**src/core/arb_timer_defines.vh**
```
/*
 * Register map, field positions, reset values, mode codes and counter
 * figures of the serial bus arbiter timer.
 * Assumes inclusion by bare name from the design file; definitions only.
 */
`ifndef ARB_TIMER_DEFINES_VH
`define ARB_TIMER_DEFINES_VH

// byte offsets on the APB bus
`define OFS_CTRL 8'h00
`define OFS_COUNT 8'h04
`define OFS_IRQ_STATUS 8'h08
`define OFS_IRQ_MASK 8'h0C

// control/status register fields
`define CTL_MODE_HI 7
`define CTL_MODE_LO 6
`define CTL_LOST 5
`define CTL_CLK_SEL 4
`define CTL_DONE 3
`define CTL_RUN 2
`define CTL_WRAP 1
`define CTL_MSB 0

// interrupt status and mask fields
`define IRQ_DONE 0
`define IRQ_LOST 1
`define IRQ_WRAP 2
`define IRQ_BITS 3

// arbiter modes
`define MODE_IDLE 2'h0
`define MODE_MEASURE 2'h1
`define MODE_ARBITRATE 2'h2
`define MODE_RESERVED 2'h3

// reset values
`define RST_MODE 2'h0
`define RST_COUNT 9'h000
`define RST_IRQ 3'h0

// arbitration sample points, per counter clock select
`define SAMPLE_BUS_DIV 9'h038
`define SAMPLE_PRESC 9'h008

// bus clock divider for the slow counter clock
`define BUS_DIV 4
`define BUS_DIV_LAST 2'h3

`endif

```
**src/core/serial_bus_arbiter_timer.v**
```verilog
/*
 * Serial bus arbiter timer: 9-bit counter with overflow, three modes
 * (idle, bit time measurement, bus arbitration), APB register access and
 * one level interrupt.
 * Assumes rxd, tx_internal and prescaler_tick are synchronous to pclk;
 * prescaler_tick is a one-cycle pulse per serial prescaler output clock.
 */
// Decided for this implementation: the APB register port and the register addresses.
// Overview of operation
// - keep a 9-bit counter with one overflow bit and its control logic.
// - mode 00 idle, 01 bit time measurement, 10 arbitration, 11 unused.
// - mode 00 holds counter cleared and the arbiter idle.
// - lost flag is read-only, cleared by writing zero to upper mode bit.
// - clock select 1 counts at half prescaler rate, 0 at bus clock / 4.
// - done flag sets when measurement ends, any control write clears it.
// - overflow flag sets on counter overflow, any control write clears it.
// - counter msb readable in control register, cleared by control write.
// - count register shows low eight counter bits, cleared by control write.
// - running flag reads 1 while counting, 0 while stopped.
// - measure, select 0: start on rx falling edge, stop and finish on next.
// - measure, select 1: start while rx low, at once if already low.
// - measure, select 1: stop at next rx rising edge, giving break length.
// - arbitration: counter starts at every transmit output rising edge.
// - arbitration: sample rx at count 38h or 08h; low sets lost flag.
// - while lost flag is set the transmit pin is forced to 1.
// - transmit low before rx low seen resets counter until next rise.
`timescale 1ns/1ns
`include "arb_timer_defines.vh"

module serial_bus_arbiter_timer #(
    parameter ADDR_W = 8,
    parameter CNT_W = 9
) (
    input wire pclk,
    input wire presetn,
    input wire psel,
    input wire penable,
    input wire pwrite,
    input wire [ADDR_W-1:0] paddr,
    input wire [31:0] pwdata,
    input wire [3:0] pstrb,
    output wire [31:0] prdata,
    output wire pready,
    output wire pslverr,
    input wire rxd,
    input wire tx_internal,
    input wire prescaler_tick,
    output wire txd_pin,
    output wire irq
);

    localparam SEL_NONE = 3'h0;
    localparam SEL_CTRL = 3'h1;
    localparam SEL_COUNT = 3'h2;
    localparam SEL_STAT = 3'h3;
    localparam SEL_MASK = 3'h4;

    function [2:0] reg_sel;
        input [ADDR_W-1:0] a;
        case (a)
            `OFS_CTRL: reg_sel = SEL_CTRL;
            `OFS_COUNT: reg_sel = SEL_COUNT;
            `OFS_IRQ_STATUS: reg_sel = SEL_STAT;
            `OFS_IRQ_MASK: reg_sel = SEL_MASK;
            default: reg_sel = SEL_NONE;
        endcase
    endfunction

    reg [1:0] mode_r;
    reg clk_sel_r;
    reg lost_r;
    reg done_r;
    reg run_r;
    reg wrap_r;
    reg [CNT_W-1:0] count_r;
    reg [CNT_W-1:0] count_nxt;
    reg armed_r;
    reg rx_low_seen_r;
    reg rxd_d_r;
    reg tx_d_r;
    reg [1:0] div_r;
    reg half_r;
    reg [`IRQ_BITS-1:0] irq_stat_r;
    reg [`IRQ_BITS-1:0] irq_mask_r;
    reg [31:0] prdata_r;
    reg pslverr_r;

    wire access = psel && penable;
    wire wr = access && pwrite;
    wire [2:0] sel = reg_sel(paddr);
    wire wr_ctrl = wr && (sel == SEL_CTRL) && pstrb[0];
    wire wr_stat = wr && (sel == SEL_STAT) && pstrb[0];
    wire wr_mask = wr && (sel == SEL_MASK) && pstrb[0];

    wire [1:0] new_mode = {pwdata[`CTL_MODE_HI], pwdata[`CTL_MODE_LO]};
    wire mode_change = wr_ctrl && (new_mode != mode_r);

    wire rx_fall = rxd_d_r && !rxd;
    wire rx_rise = !rxd_d_r && rxd;
    wire tx_rise = !tx_d_r && tx_internal;
    wire tx_fall = tx_d_r && !tx_internal;

    wire measuring = (mode_r == `MODE_MEASURE);
    wire arbitrating = (mode_r == `MODE_ARBITRATE);

    // counter clock: slow bus division or half the prescaler rate
    wire tick = clk_sel_r ? (prescaler_tick && half_r) : (div_r == `BUS_DIV_LAST);

    wire [CNT_W-1:0] sample_at = clk_sel_r ? `SAMPLE_PRESC : `SAMPLE_BUS_DIV;
    wire at_sample = arbitrating && run_r && armed_r && (count_r == sample_at);

    wire [CNT_W:0] count_inc = {1'b0, count_r} + {{CNT_W{1'b0}}, 1'b1};
    wire count_step = run_r && tick;
    wire wrap_ev = count_step && count_inc[CNT_W];

    reg start_ev;
    reg stop_ev;
    reg done_ev;
    reg abort_ev;
    reg lost_ev;

    // start and stop decisions for the selected mode
    always @*
    begin
        start_ev = 1'b0;
        stop_ev = 1'b0;
        done_ev = 1'b0;
        abort_ev = 1'b0;
        lost_ev = 1'b0;
        case (mode_r)
            `MODE_MEASURE:
            begin
                if (!clk_sel_r)
                begin
                    if (!run_r && !done_r && rx_fall)
                        start_ev = 1'b1;
                    if (run_r && rx_fall)
                    begin
                        stop_ev = 1'b1;
                        done_ev = 1'b1;
                    end
                end
                else
                begin
                    // level test, so a line already low starts at once
                    if (!run_r && !done_r && !rxd)
                        start_ev = 1'b1;
                    if (run_r && rx_rise)
                    begin
                        stop_ev = 1'b1;
                        done_ev = 1'b1;
                    end
                end
            end
            `MODE_ARBITRATE:
            begin
                if (tx_rise)
                    start_ev = 1'b1;
                else if (run_r && tx_fall && !rx_low_seen_r)
                    abort_ev = 1'b1;
                if (at_sample && !rxd)
                    lost_ev = 1'b1;
            end
            default: start_ev = 1'b0;
        endcase
    end

    // control fields written by software
    always @(posedge pclk or negedge presetn)
    begin
        if (!presetn)
        begin
            mode_r <= `RST_MODE;
            clk_sel_r <= 1'b0;
        end
        else if (wr_ctrl)
        begin
            mode_r <= new_mode;
            clk_sel_r <= pwdata[`CTL_CLK_SEL];
        end
    end

    // edge detectors on the line inputs
    always @(posedge pclk or negedge presetn)
    begin
        if (!presetn)
        begin
            rxd_d_r <= 1'b1;
            tx_d_r <= 1'b1;
        end
        else
        begin
            rxd_d_r <= rxd;
            tx_d_r <= tx_internal;
        end
    end

    // counter clock prescaling restarts with each run for a clean first period
    always @(posedge pclk or negedge presetn)
    begin
        if (!presetn)
        begin
            div_r <= 2'h0;
            half_r <= 1'b0;
        end
        else if (!run_r || start_ev)
        begin
            div_r <= 2'h0;
            half_r <= 1'b0;
        end
        else
        begin
            div_r <= div_r + 2'h1;
            if (prescaler_tick)
                half_r <= !half_r;
        end
    end

    // counter next value
    always @*
    begin
        count_nxt = count_r;
        if (mode_r == `MODE_IDLE || mode_r == `MODE_RESERVED)
            count_nxt = `RST_COUNT;
        else if (wr_ctrl || mode_change || abort_ev || start_ev)
            count_nxt = `RST_COUNT;
        else if (count_step)
            count_nxt = count_inc[CNT_W-1:0];
    end

    always @(posedge pclk or negedge presetn)
    begin
        if (!presetn)
            count_r <= `RST_COUNT;
        else
            count_r <= count_nxt;
    end

    // running state
    always @(posedge pclk or negedge presetn)
    begin
        if (!presetn)
            run_r <= 1'b0;
        else if ((!measuring && !arbitrating) || mode_change)
            run_r <= 1'b0;
        else if (start_ev)
            run_r <= 1'b1;
        else if (stop_ev || abort_ev)
            run_r <= 1'b0;
    end

    // one sample per transmit rising edge; rx low history for abort test
    always @(posedge pclk or negedge presetn)
    begin
        if (!presetn)
        begin
            armed_r <= 1'b0;
            rx_low_seen_r <= 1'b0;
        end
        else if (!arbitrating || mode_change || abort_ev)
        begin
            armed_r <= 1'b0;
            rx_low_seen_r <= 1'b0;
        end
        else if (start_ev)
        begin
            armed_r <= 1'b1;
            rx_low_seen_r <= !rxd;
        end
        else
        begin
            if (at_sample)
                armed_r <= 1'b0;
            if (run_r && !rxd)
                rx_low_seen_r <= 1'b1;
        end
    end

    // status flags: a setting event wins over a clearing write
    always @(posedge pclk or negedge presetn)
    begin
        if (!presetn)
        begin
            lost_r <= 1'b0;
            done_r <= 1'b0;
            wrap_r <= 1'b0;
        end
        else
        begin
            if (lost_ev)
                lost_r <= 1'b1;
            else if (wr_ctrl && !pwdata[`CTL_MODE_HI])
                lost_r <= 1'b0;
            if (done_ev)
                done_r <= 1'b1;
            else if (wr_ctrl)
                done_r <= 1'b0;
            if (wrap_ev)
                wrap_r <= 1'b1;
            else if (wr_ctrl)
                wrap_r <= 1'b0;
        end
    end

    // interrupt: sticky status, write one to clear, set wins
    wire [`IRQ_BITS-1:0] irq_ev;
    wire [`IRQ_BITS-1:0] irq_stat_nxt;
    assign irq_ev[`IRQ_DONE] = done_ev;
    assign irq_ev[`IRQ_LOST] = lost_ev && !lost_r;
    assign irq_ev[`IRQ_WRAP] = wrap_ev;

    genvar gi;
    generate
        for (gi = 0; gi < `IRQ_BITS; gi = gi + 1)
        begin : g_irq
            assign irq_stat_nxt[gi] = irq_ev[gi] || (irq_stat_r[gi] && !(wr_stat && pwdata[gi]));
        end
    endgenerate

    always @(posedge pclk or negedge presetn)
    begin
        if (!presetn)
            irq_stat_r <= `RST_IRQ;
        else
            irq_stat_r <= irq_stat_nxt;
    end

    always @(posedge pclk or negedge presetn)
    begin
        if (!presetn)
            irq_mask_r <= `RST_IRQ;
        else if (wr_mask)
            irq_mask_r <= pwdata[`IRQ_BITS-1:0];
    end

    assign irq = |(irq_stat_r & irq_mask_r);

    // seized line: recessive one driven out while arbitration is lost
    assign txd_pin = lost_r ? 1'b1 : tx_internal;

    wire [7:0] ctrl_rd = {mode_r, lost_r, clk_sel_r, done_r, run_r, wrap_r,
                          count_r[CNT_W-1]};

    // read data registered in the setup cycle; zero wait states
    always @(posedge pclk or negedge presetn)
    begin
        if (!presetn)
        begin
            prdata_r <= 32'h00000000;
            pslverr_r <= 1'b0;
        end
        else if (psel && !penable)
        begin
            pslverr_r <= (sel == SEL_NONE);
            case (sel)
                SEL_CTRL: prdata_r <= {24'h000000, ctrl_rd};
                SEL_COUNT: prdata_r <= {24'h000000, count_r[7:0]};
                SEL_STAT: prdata_r <= {29'h00000000, irq_stat_r};
                SEL_MASK: prdata_r <= {29'h00000000, irq_mask_r};
                default: prdata_r <= 32'h00000000;
            endcase
        end
    end

    assign prdata = prdata_r;
    assign pready = 1'b1;
    assign pslverr = pslverr_r && access;

endmodule

```
**config.mk**
```make
export PLATFORM = sky130hd
export DESIGN_NAME = serial_bus_arbiter_timer
export DESIGN_NICKNAME = d
export VERILOG_FILES = /design/src/core/serial_bus_arbiter_timer.v
export VERILOG_INCLUDE_DIRS = /design/src /design/src/core
export SDC_FILE = /design/constraint.sdc
export NUM_CORES = 1
export LEC_CHECK = 0
export ABC_AREA = 1
export BUFFER_PORTS_ARGS = -buffer_cell sky130_fd_sc_hd__buf_2
export CORE_ASPECT_RATIO = 0.5
export CORE_UTILIZATION = 53
export CTS_CLUSTER_SIZE = 16
export DETAILED_ROUTE_END_ITERATION = 8
export PLACE_DENSITY = 0.82
export SYNTH_ARGS = -nofsm -noshare
export SYNTH_HDL_FRONTEND = slang
export SYNTH_SLANG_ARGS = --single-unit
```
**constraint.sdc**
```tcl
create_clock -name pclk -period 3.1 [get_ports pclk]
set_input_delay 0.62 -clock pclk [delete_from_list [all_inputs] [get_ports pclk]]
set_output_delay 0.62 -clock pclk [all_outputs]
set_load 0.1 [all_outputs]
```
==> reports/qor.yml, run 1 <==
placed_design:
  portBuffers: 33
  dp.cells: 392
  gp_congestion: 0.900
  hpwl_um: 3700
timing:
  max_slew.worst_pin.slew_ns: 0.861
  finClkSkew_ns: 0.00457
  post-route-period-util_pct: 62.7
  clock.fmax_ghz: 0.514
  final_hold_viol_count: 0
  finalSetupTns_ns: 0
  timing.slew.headroom_pct: 42.6
  layout_min_cycle_time_ns: 1.94
  slew_viol_final: 0
  report.final.setup_viol: 0
  rsz0062_at_grt: "false"
route:
  initialDrtViolationCount: 148
  vias: 2092
  totalWireLength_um: 4800
  route.detailed.drc: 0
  post_drt_wl_per_cell_um: 12.0
  first_pass_iters: 4
  antenna_left: 0
  viasPerCell: 5.23
clocking:
  cts_hold_buf: 0
  cts_sinks: 38
  cts_buffers: 5
  clk_pin_slew_ns: 0.07
  root_buffer: "clkbuf_8"
  cts_resized: 0
  cts_tree: "built"
  cts_setup_buffers: 0
  clk_latency_ns: 0.29
  htreeDepth: 2
  clk_path_buf_depth: 2
global_route:
  grt_pass1_wl_um: 7800
  grt_max_degree: 39
  antenna_found_initial: 0
  gr-total-overflow: 0
  first_global_vias: 1761
  grt_usage_pct: 22.0
synth:
  synth_area_mm2: 0.00235
  ys_warn_count: 0
  synth_largest_area_cell: "dfrtp_1"
  synth_area_leaders: "dfrtp_1, nand2_1, buf_4"
  ys_ff_latch: 38
  ys_types: 30
  synth_cells: 309
  avgSynthCellArea_um2: 7.60
  ys_seq_area_share_pct: 40.6
  synth_top_area_share_pct: 38.4
die:
  num_rows: 16
  design.core.area_mm2: 0.00406
  start_util_pct: 57.8
  die_w_um: 96.1
  dieArea_mm2: 0.00471
  num_io_pins: 88
  die_y_um: 49.1
worst_setup_path:
  worstPathArrival_ns: 1.32
  path_max_fanout: 2
  ff2ff_setup_slack_ns: 1.23
  start_kind: "input port"
  endpoint_kind: "output port"
  criticalPathCategory: "input port to output port"
  cp.required_ns: 2.48
layout:
  diodes: 0
  multiInputGateArea_mm2: 0.00113
  mostFrequentLayoutCells: "nand2_1, inv_1, dfrtp_1, buf_2, nand3_1"
  fillers: 348
  syn2layout_area_growth_pct: 9.75
  final_common_cell: "nand2_1"
  seqCellArea_um2: 953
  nNetsFinal: 402
  drive_gt1_share_pct: 17.6
  stdcell_count: 400
run:
  maxCapViolCount: 0
run_status:
  status: "finished clean"
worst_hold_path:
  hp-class: "input port to asynchronous set/reset pin"
pwr:
  power.density_mw_per_mm2: 433
  leakagePower_nw: 1.37
  peakVddDrop_v: 0.000214
[cells in the mapped netlist (all sizes together)]
cell type / number
nor3: 5
conb: 2
xor2: 4
a31oi: 1
inv: 38
nand3b: 1
ha: 5
o21ai: 21
nand2: 90
dfrtp: 36
nor2: 24
o22ai: 5
dfstp: 2
a21oi: 5
and3: 1
nand4: 13
nor3b: 1
buf: 27
nand3: 28
[where the power goes]
group,internal (mW),switching (mW)
Combinational,0.0178,0.179
Clock,0.239,0.179
Sequential,0.499,0.00206
Total,0.756,0.360
[kinds of logic (layout without fill, tap and decap cells)]
family / count (synthesis) / after routing / synth area share, %
AND/OR/NAND/NOR: 163 / 163 / 32.5
buffers and inverters: 65 / 79 / 14.8
flip-flops: 38 / 38 / 40.6
AO/OA/AOI/OAI: 32 / 32 / 7.62
adder cells (fa/ha/maj): 5 / 5 / 2.67
XOR/XNOR: 4 / 4 / 1.49
other: 2 / 25 / 0.320
[layout make-up]
| cell class | count | area share, % |
|---|---|---|
| clock buffers | 5 | 2.67 |
| clock inverters | 3 | 1.75 |
| inverters | 38 | 5.54 |
| multi-input cells | 229 | 44.0 |
| flip-flops and latches | 38 | 37.0 |
| well taps | 54 | 2.62 |
| repair buffers | 33 | 6.41 |
[per-stage QoR]
stage	instance area (um2)	power [mW]	utilization, %	hold WS, ns	setup WS, ns
after floorplan	2430	0.698	-	0.324	0.541
after CTS	2580	1.13	63.4	0.427	1.17
final	2580	1.12	63.4	0.421	1.16
after global routing	2580	1.16	63.4	0.419	1.07
after detailed placement	2460	0.707	60.6	0.435	1.09
after global placement	2460	0.705	60.6	0.420	1.12
[flip-flops by register name, summed over array words and instances (netlist names), 2 cells and up]
signal and count:
irq_stat_r 3, mode_r 2, prdata 8, irq_mask_r 3, div_r 2, count_r 9
[worst max-delay path, cell delays in order]
cell and delay (ns):
buf_2 0.09, nand2_1 0.08, nor2_1 0.10, buf_2 0.43
[path summary, 6_finish.rpt]
check                                    from                     end  cells after the start
setup / recovery                      penable                 pslverr                      4
hold / removal                        presetn      half_r$_DFFE_PN0P_                      1
setup reg to reg            run_r$_DFFE_PN0P_  count_r[5]$_DFFE_PN0P_                      5
hold reg to reg            div_r[0]$_DFF_PN0_      div_r[0]$_DFF_PN0_                      1
max in group asynchronous             presetn   prdata[1]$_DFFE_PN0P_                      1
min in group pclk                         rxd       rxd_d_r$_DFF_PN1_                      1
[metal layers]
| metal | up-vias | track usage [%] | share of wire, % |
|---|---|---|---|
| met1 | 962 | 30.0 | 45 |
| met4 | 0 | 8.21 | 1.4 |
| li1 | 1020 | - | - |
| met5 | - | 0 | 0 |
| met2 | 103 | 34.5 | 46 |
| met3 | 7 | 4.67 | 7.0 |
No activity file was read; power rests on OpenSTA's default activity.
==> run 2, diff against run 1 <==
- CORE_UTILIZATION: 53 -> 45
- PLACE_DENSITY: 0.82 -> 0.74
- clock period: 3.1 -> 1.58 ns (I/O delays scaled with it)
==> run 2 against run 1 <==
Net effect: power increased by 87%; wire length increased by 14%; count of clock-buffer cells in the layout increased by 2; worst hold slack got worse by 0.28 ns; global-route usage decreased by 2.7 points; critical path type is now flop to flop; flip-flop and latch count unchanged; final cell count increased by 7.5%; sequential power increased by 97%; clock skew decreased by 0.0013 ns; sequential share of layout area decreased by 3.4 points; worst setup slack got worse by 1.1 ns.
==> reports/qor.yml, run 2 (synthesized netlist as in run 1, its figures left out) <==
die:
  die_y_um: 53.1  # was 49.1 um
  num_rows: 18  # was 16
  start_util_pct: 47.2  # was 57.8%
  dieArea_mm2: 0.00553  # was 0.00471 mm2
  design.core.area_mm2: 0.00498  # was 0.00406 mm2
  num_io_pins: 88  # unchanged
  die_w_um: 104  # was 96.1 um
timing:
  slew_viol_final: 0  # unchanged
  final_hold_viol_count: 0  # unchanged
  post-route-period-util_pct: 97.3
  layout_min_cycle_time_ns: 1.54
  whs_ns: 0.138  # was 0.421 ns
  clock.fmax_ghz: 0.650
  report.final.setup_viol: 0  # unchanged
  timing.slew.headroom_pct: 66.0  # was 42.6%
  max_slew.worst_pin.slew_ns: 0.510  # was 0.861 ns
  finClkSkew_ns: 0.00326  # was 0.00457 ns
layout:
  multiInputGateArea_mm2: 0.00123  # was 0.00113 mm2
  final_common_cell: "nand2_1"  # unchanged
  diodes: 0  # unchanged
  regMostFlops: "count_r"  # unchanged
  mostFrequentLayoutCells: "nand2_1, dfrtp_1, inv_1, buf_2"  # was nand2_1, inv_1, dfrtp_1, buf_2, nand3_1
  postLayoutCellArea_mm2: 0.00284  # was 0.00258 mm2
  largest_reg_flops: 9  # unchanged
  syn2layout_area_growth_pct: 20.8  # was 9.75%
  post-route-util_pct: 57.0  # was 63.4%
  drive_gt1_share_pct: 24.4  # was 17.6%
  seqCellArea_um2: 955  # was 953 um2
  stdcell_count: 430  # was 400
  nNetsFinal: 416  # was 402
  fillers: 428  # was 348
worst_setup_path:
  critPathLaunch: "mode_r[0]$_DFFE_PN0P_"  # was penable
  criticalPathCategory: "flop to flop"  # was input port to output port
  start_kind: "flop"  # was input port
  cp.required_ns: 1.76  # was 2.48 ns
  endpoint_kind: "flop"  # was output port
  path_max_fanout: 14  # was 2
  worstPathArrival_ns: 1.72  # was 1.32 ns
  ff2ff_setup_slack_ns: 0.04  # was 1.23 ns
  reg2reg_depth: 10  # was 5
  r2r-end: "count_r[2]$_DFFE_PN0P_"  # was count_r[5]$_DFFE_PN0P_
  timing.rr.start: "mode_r[0]$_DFFE_PN0P_"  # was run_r$_DFFE_PN0P_
run:
  maxCapViolCount: 0  # unchanged
clocking:
  clk_latency_ns: 0.30  # was 0.29 ns
  root_buffer: "clkbuf_8"  # unchanged
  cts_buffers: 5  # unchanged
  htreeDepth: 2  # unchanged
  cts_tree: "built"  # unchanged
  cts_sinks: 38  # unchanged
  clk_path_buf_depth: 2  # unchanged
  clk_pin_slew_ns: 0.07  # about the same
pwr:
  leakagePower_nw: 1.50  # was 1.37 nW
  power.density_mw_per_mm2: 738  # was 433 mW/mm2
  peakVddDrop_v: 0.000381  # was 0.000214 V
worst_hold_path:
  hold-path-endpoint: "rxd_d_r$_DFF_PN1_"
  worst_hold_path.num_cells: 1
  min_from: "rxd"
  hp-class: "input port to flop"  # was input port to asynchronous set/reset pin
run_status:
  status: "finished clean"  # unchanged
route:
  first_pass_iters: 7  # was 4
  vias: 2201  # was 2,092
  post_drt_wl_per_cell_um: 12.7  # was 12.0 um
  totalWireLength_um: 5470  # was 4800 um
  route.detailed.drc: 0  # unchanged
  antenna_left: 0  # unchanged
  viasPerCell: 5.12  # was 5.23
  initialDrtViolationCount: 91  # was 148
placed_design:
  portBuffers: 33  # unchanged
  hpwl_um: 3980  # was 3700 um
  dp.cells: 417  # was 392
  gp_congestion: 0.940  # was 0.900
  placed_area_mm2: 0.00261  # was 0.00246 mm2
global_route:
  grt_pass1_wl_um: 8240  # was 7800 um
  grt_max_degree: 21  # was 39
  grt_usage_pct: 19.3  # was 22.0%
  first_global_vias: 1903  # was 1,761
  antenna_found_initial: 0  # unchanged
  gr-total-overflow: 0  # unchanged
## run 2: changes by cell type in the layout (fill, tap and decap cells not counted), sizes merged
cell | before | now
clkbuf | 5 | 7
clkinv | 0 | 1
clkinvlp | 2 | 0
buf | 33 | 46
dlygate4sd3 | 0 | 1
bufinv | 1 | 0
## run 2: how the worst max path moves through the flow
stage | slack [ns] | cells past startpoint | endpoint
detailed placement | -0.01 | 10 | count_r[7]$_DFFE_PN0P_
CTS | -0.001 | 10 | count_r[7]$_DFFE_PN0P_
global placement | 0.08 | 8 | count_r[0]$_DFFE_PN0P_
global route | -0.01 | 9 | count_r[2]$_DFFE_PN0P_
finish | 0.04 | 10 | count_r[2]$_DFFE_PN0P_
floorplan | 0.09 | 2 | pslverr
## run 2: worst max-delay path, cell delays in order (launching register included)
cell      delay (ns)
dfrtp_2         0.45
inv_2           0.09
ha_4            0.15
nand2_4         0.06
nor2_4          0.15
nand3b_4        0.11
nand2_4         0.09
a21oi_4         0.04
buf_12          0.15
nand3_2         0.07
nand2_1         0.07
## run 2: power by group
| group | internal [mW] | total (mW) | switching [mW] |
|---|---|---|---|
| sequential | 0.980 | 0.985 | 0.00514 |
| combinational | 0.0567 | 0.416 | 0.359 |
| clock | 0.352 | 0.691 | 0.339 |
## run 2: cell type report
| class | count | area share (%) |
|---|---|---|
| multi-input cells | 229 | 43.4 |
| flip-flops and latches | 38 | 33.7 |
| repair buffers | 47 | 11.6 |
| inverters | 38 | 5.03 |
| well taps | 70 | 3.09 |
| clock buffers | 7 | 3.04 |
| clock inverters | 1 | 0.176 |
## run 2: per-stage QoR
stage,TNS (ns),worst slack [ns],total power [mW]
global placement,0,0.0804,1.40
global route,-0.0146,-0.0146,2.18
finish,0,0.0423,2.09
CTS,-0.00114,-0.00114,2.10
floorplan,0,0.0856,1.37
detailed placement,-0.0209,-0.0122,1.41
## run 2: per-layer routing
metal  up-vias  share of wire (%)  GRT usage [%]  routed length [um]
met3        15                7.1           3.57                 386
met1      1030                 44           23.3                2400
li1       1046                  -              -                   -
met4         0                2.0           9.76                 111
met5         -                  0              0                   0
met2       110                 47           34.1                2580
## run 2: repair_timing
item / in CTS / in global routing
hold buffers: 1 / 0
gates resized for setup: 2 / 21
buffers inserted: 0 / 4
hold endpoints to repair: 19 / 0
cloned: 0 / 0
pin swaps: 0 / 7
endpoints found under the setup margin: 10 / 13
==> run 3, diff against run 2 <==
- CORE_UTILIZATION: 45 -> 36
- PLACE_DENSITY: 0.74 -> 0.61
==> run 3 against run 2 <==
Net effect: the flow now finishes with violations (hold timing); register-to-register slack about the same; worst hold slack worse by 0.16 ns; non-clock buffer count up 1; global-route usage down 2.4 points; first-iteration DRC count up 70%; critical path type unchanged; worst setup slack worse by 0.0012 ns; count of clock-buffer cells in the layout up 1; flip-flop and latch count unchanged.
==> reports/qor.yml, run 3 (synthesized netlist as in run 1, its figures left out) <==
run_status:
  status: "complete, but fails checks"  # was finished clean
  violations: "hold timing"
worst_setup_path:
  path_buf_inv: 3  # was 2
  critPathMostFrequentCell: "nand2_1"  # was nand2_4
  start_kind: "flop"  # unchanged
  path_max_fanout: 14  # unchanged
  criticalPathCategory: "flop to flop"  # unchanged
  crit_family: "flip-flops"  # was simple AND/OR/NAND/NOR gates
  ff2ff_setup_slack_ns: 0.04  # about the same
  cp.required_ns: 1.80  # was 1.76 ns
  slowest_delay_ns: 0.41  # was 0.45 ns
  crit_path_cell_trace: "inv_2 > ha_2 > buf_4 > nand2_1 > nand2_2 > a21oi_4 > buf_12 > nand3_1 > nand2_1"  # was inv_2 > ha_4 > nand2_4 > nor2_4 > nand3b_4 > nand2_4 > a21oi_4 > buf_12 > nand3_2 > nand2_1
  slowest_stage: "dfrtp_1"  # was dfrtp_2
  endpoint_kind: "flop"  # unchanged
  worstPathArrival_ns: 1.76  # was 1.72 ns
pwr:
  p_sw_share_pct: 29.8  # was 33.6%
  p_switching_mw: 0.742  # was 0.704 mW
  intPower_mw: 1.75  # was 1.39 mW
  leakagePower_nw: 1.55  # was 1.50 nW
  clkPwrFrac_pct: 43.9  # was 33.0%
  power.density_mw_per_mm2: 859  # was 738 mW/mm2
  peakVddDrop_v: 0.000366  # was 0.000381 V
  seq_power_share_pct: 39.6  # was 47.1%
  combPwrFrac_pct: 16.5  # was 19.9%
layout:
  post-route-util_pct: 46.9  # was 57.0%
  diodes: 0  # unchanged
  drive_gt1_share_pct: 23.8  # was 24.4%
  regMostFlops: "count_r"  # unchanged
  stdcell_count: 449  # was 430
  nNetsFinal: 417  # was 416
  syn2layout_area_growth_pct: 23.6  # was 20.8%
  final_common_cell: "nand2_1"  # unchanged
  largest_reg_flops: 9  # unchanged
  fillers: 594  # was 428
  mostFrequentLayoutCells: "nand2_1, dfrtp_1, inv_1, buf_2, nand3_1"  # was nand2_1, dfrtp_1, inv_1, buf_2
route:
  initialDrtViolationCount: 155  # was 91
  viasPerCell: 4.71  # was 5.12
  antenna_left: 0  # unchanged
  first_pass_iters: 4  # was 7
  totalWireLength_um: 5530  # was 5470 um
  route.detailed.drc: 0  # unchanged
  post_drt_wl_per_cell_um: 12.3  # was 12.7 um
  vias: 2113  # was 2,201
placed_design:
  portBuffers: 33  # unchanged
  hpwl_um: 4070  # was 3980 um
  gp_congestion: 0.904  # was 0.940
  dp.cells: 436  # was 417
timing:
  rsz0062_at_grt: "true"
  finalSetupTns_ns: 0  # unchanged
  finClkSkew_ns: 0.00334  # was 0.00326 ns
  whs_ns: -0.0189  # was 0.138 ns
  clock.fmax_ghz: 0.650  # about the same
  post-route-period-util_pct: 97.4  # was 97.3%
  slew_viol_final: 0  # unchanged
  layout_min_cycle_time_ns: 1.54  # about the same
  report.final.setup_viol: 0  # unchanged
  final_hold_viol_count: 16  # was 0
clocking:
  clk_path_buf_depth: 2  # unchanged
  cts_sinks: 38  # unchanged
  htreeDepth: 2  # unchanged
  root_buffer: "clkbuf_16"  # was clkbuf_8
  clk_latency_ns: 0.28  # was 0.30 ns
  clk_pin_slew_ns: 0.05  # was 0.07 ns
  cts_buffers: 5  # unchanged
  cts_tree: "built"  # unchanged
global_route:
  first_global_vias: 1910  # was 1,903
  antenna_found_initial: 0  # unchanged
  grt_max_degree: 21  # unchanged
  grt_pass1_wl_um: 8780  # was 8240 um
  gr-total-overflow: 0  # unchanged
  grt_usage_pct: 16.9  # was 19.3%
run:
  maxCapViolCount: 0  # unchanged
die:
  num_io_pins: 88  # unchanged
  die_y_um: 59.1  # was 53.1 um
  dieArea_mm2: 0.00687  # was 0.00553 mm2
  num_rows: 20  # was 18
  start_util_pct: 38.0  # was 47.2%
  design.core.area_mm2: 0.00618  # was 0.00498 mm2
  die_w_um: 116  # was 104 um
worst_hold_path:
  hp-class: "input port to asynchronous set/reset pin"  # was input port to flop
-- run 3: cell types whose count changed in the layout (fill, tap and decap cells not counted), sizes merged --
| cell | delta |
|---|---|
| buf | +2 |
| clkbuf | +1 |
| clkinv | -1 |
| dlygate4sd3 | -1 |
-- run 3: through the flow --
stage,setup slack [ns],instance area (um2),power [mW]
after floorplan,0.0856,2440,1.37
after global placement,0.0629,2640,1.41
after detailed placement,0.0253,2640,1.41
after CTS,0.00339,2810,2.50
after global routing,-0.0433,2900,2.57
final,0.0411,2900,2.49
-- run 3: worst reg2reg max path, cell delays in order (launching register included) --
cell	delay [ns]
dfrtp_1	0.41
inv_2	0.06
ha_2	0.21
buf_4	0.14
nand2_1	0.07
nand2_2	0.11
a21oi_4	0.17
buf_12	0.15
nand3_1	0.07
nand2_1	0.09
-- run 3: timing repair --
| action | 4_1_cts | 5_1_grt |
|---|---|---|
| setup buffers | 0 | 5 |
| hold buffers | 0 | 0 |
| pin swaps | 0 | 5 |
| gates resized for setup | 1 | 14 |
| setup endpoints to repair | 1 | 14 |
-- run 3: metal layers --
metal | track usage, % | wire length [um] | vias to the layer above
li1 | - | - | 1046
met1 | 21.4 | 2500 | 977
met2 | 28.7 | 2620 | 83
met3 | 3.78 | 341 | 7
met4 | 6.04 | 68 | 0
met5 | 0 | 0 | -
-- run 3: cell type report --
type	count	area (um2)	area share [%]
multi-input combinational	229	1190	41.1
sequential	38	953	32.9
timing repair buffer	48	335	11.6
clock buffer	8	166	5.74
inverter	38	143	4.92
tap	88	110	3.80
-- run 3: worst paths after layout --
path / end / startpoint / depth (start not counted)
max: count_r[5]$_DFFE_PN0P_ / mode_r[0]$_DFFE_PN0P_ / 9
min reg2reg: div_r[0]$_DFF_PN0_ / div_r[0]$_DFF_PN0_ / 1
max reg2reg: count_r[5]$_DFFE_PN0P_ / mode_r[0]$_DFFE_PN0P_ / 9
max in group asynchronous: pslverr_r$_DFFE_PN0P_ / presetn / 2
min in group pclk: rxd_d_r$_DFF_PN1_ / rxd / 1
min: half_r$_DFFE_PN0P_ / presetn / 1
-- run 3: power by group through the flow --
stage	Sequential (mW)	Combinational [mW]	Clock [mW]
floorplan	1.00	0.367	0
global placement	1.00	0.404	0
detailed placement	1.00	0.408	0
CTS	0.985	0.409	1.11
global route	0.986	0.434	1.15
finish	0.986	0.412	1.09
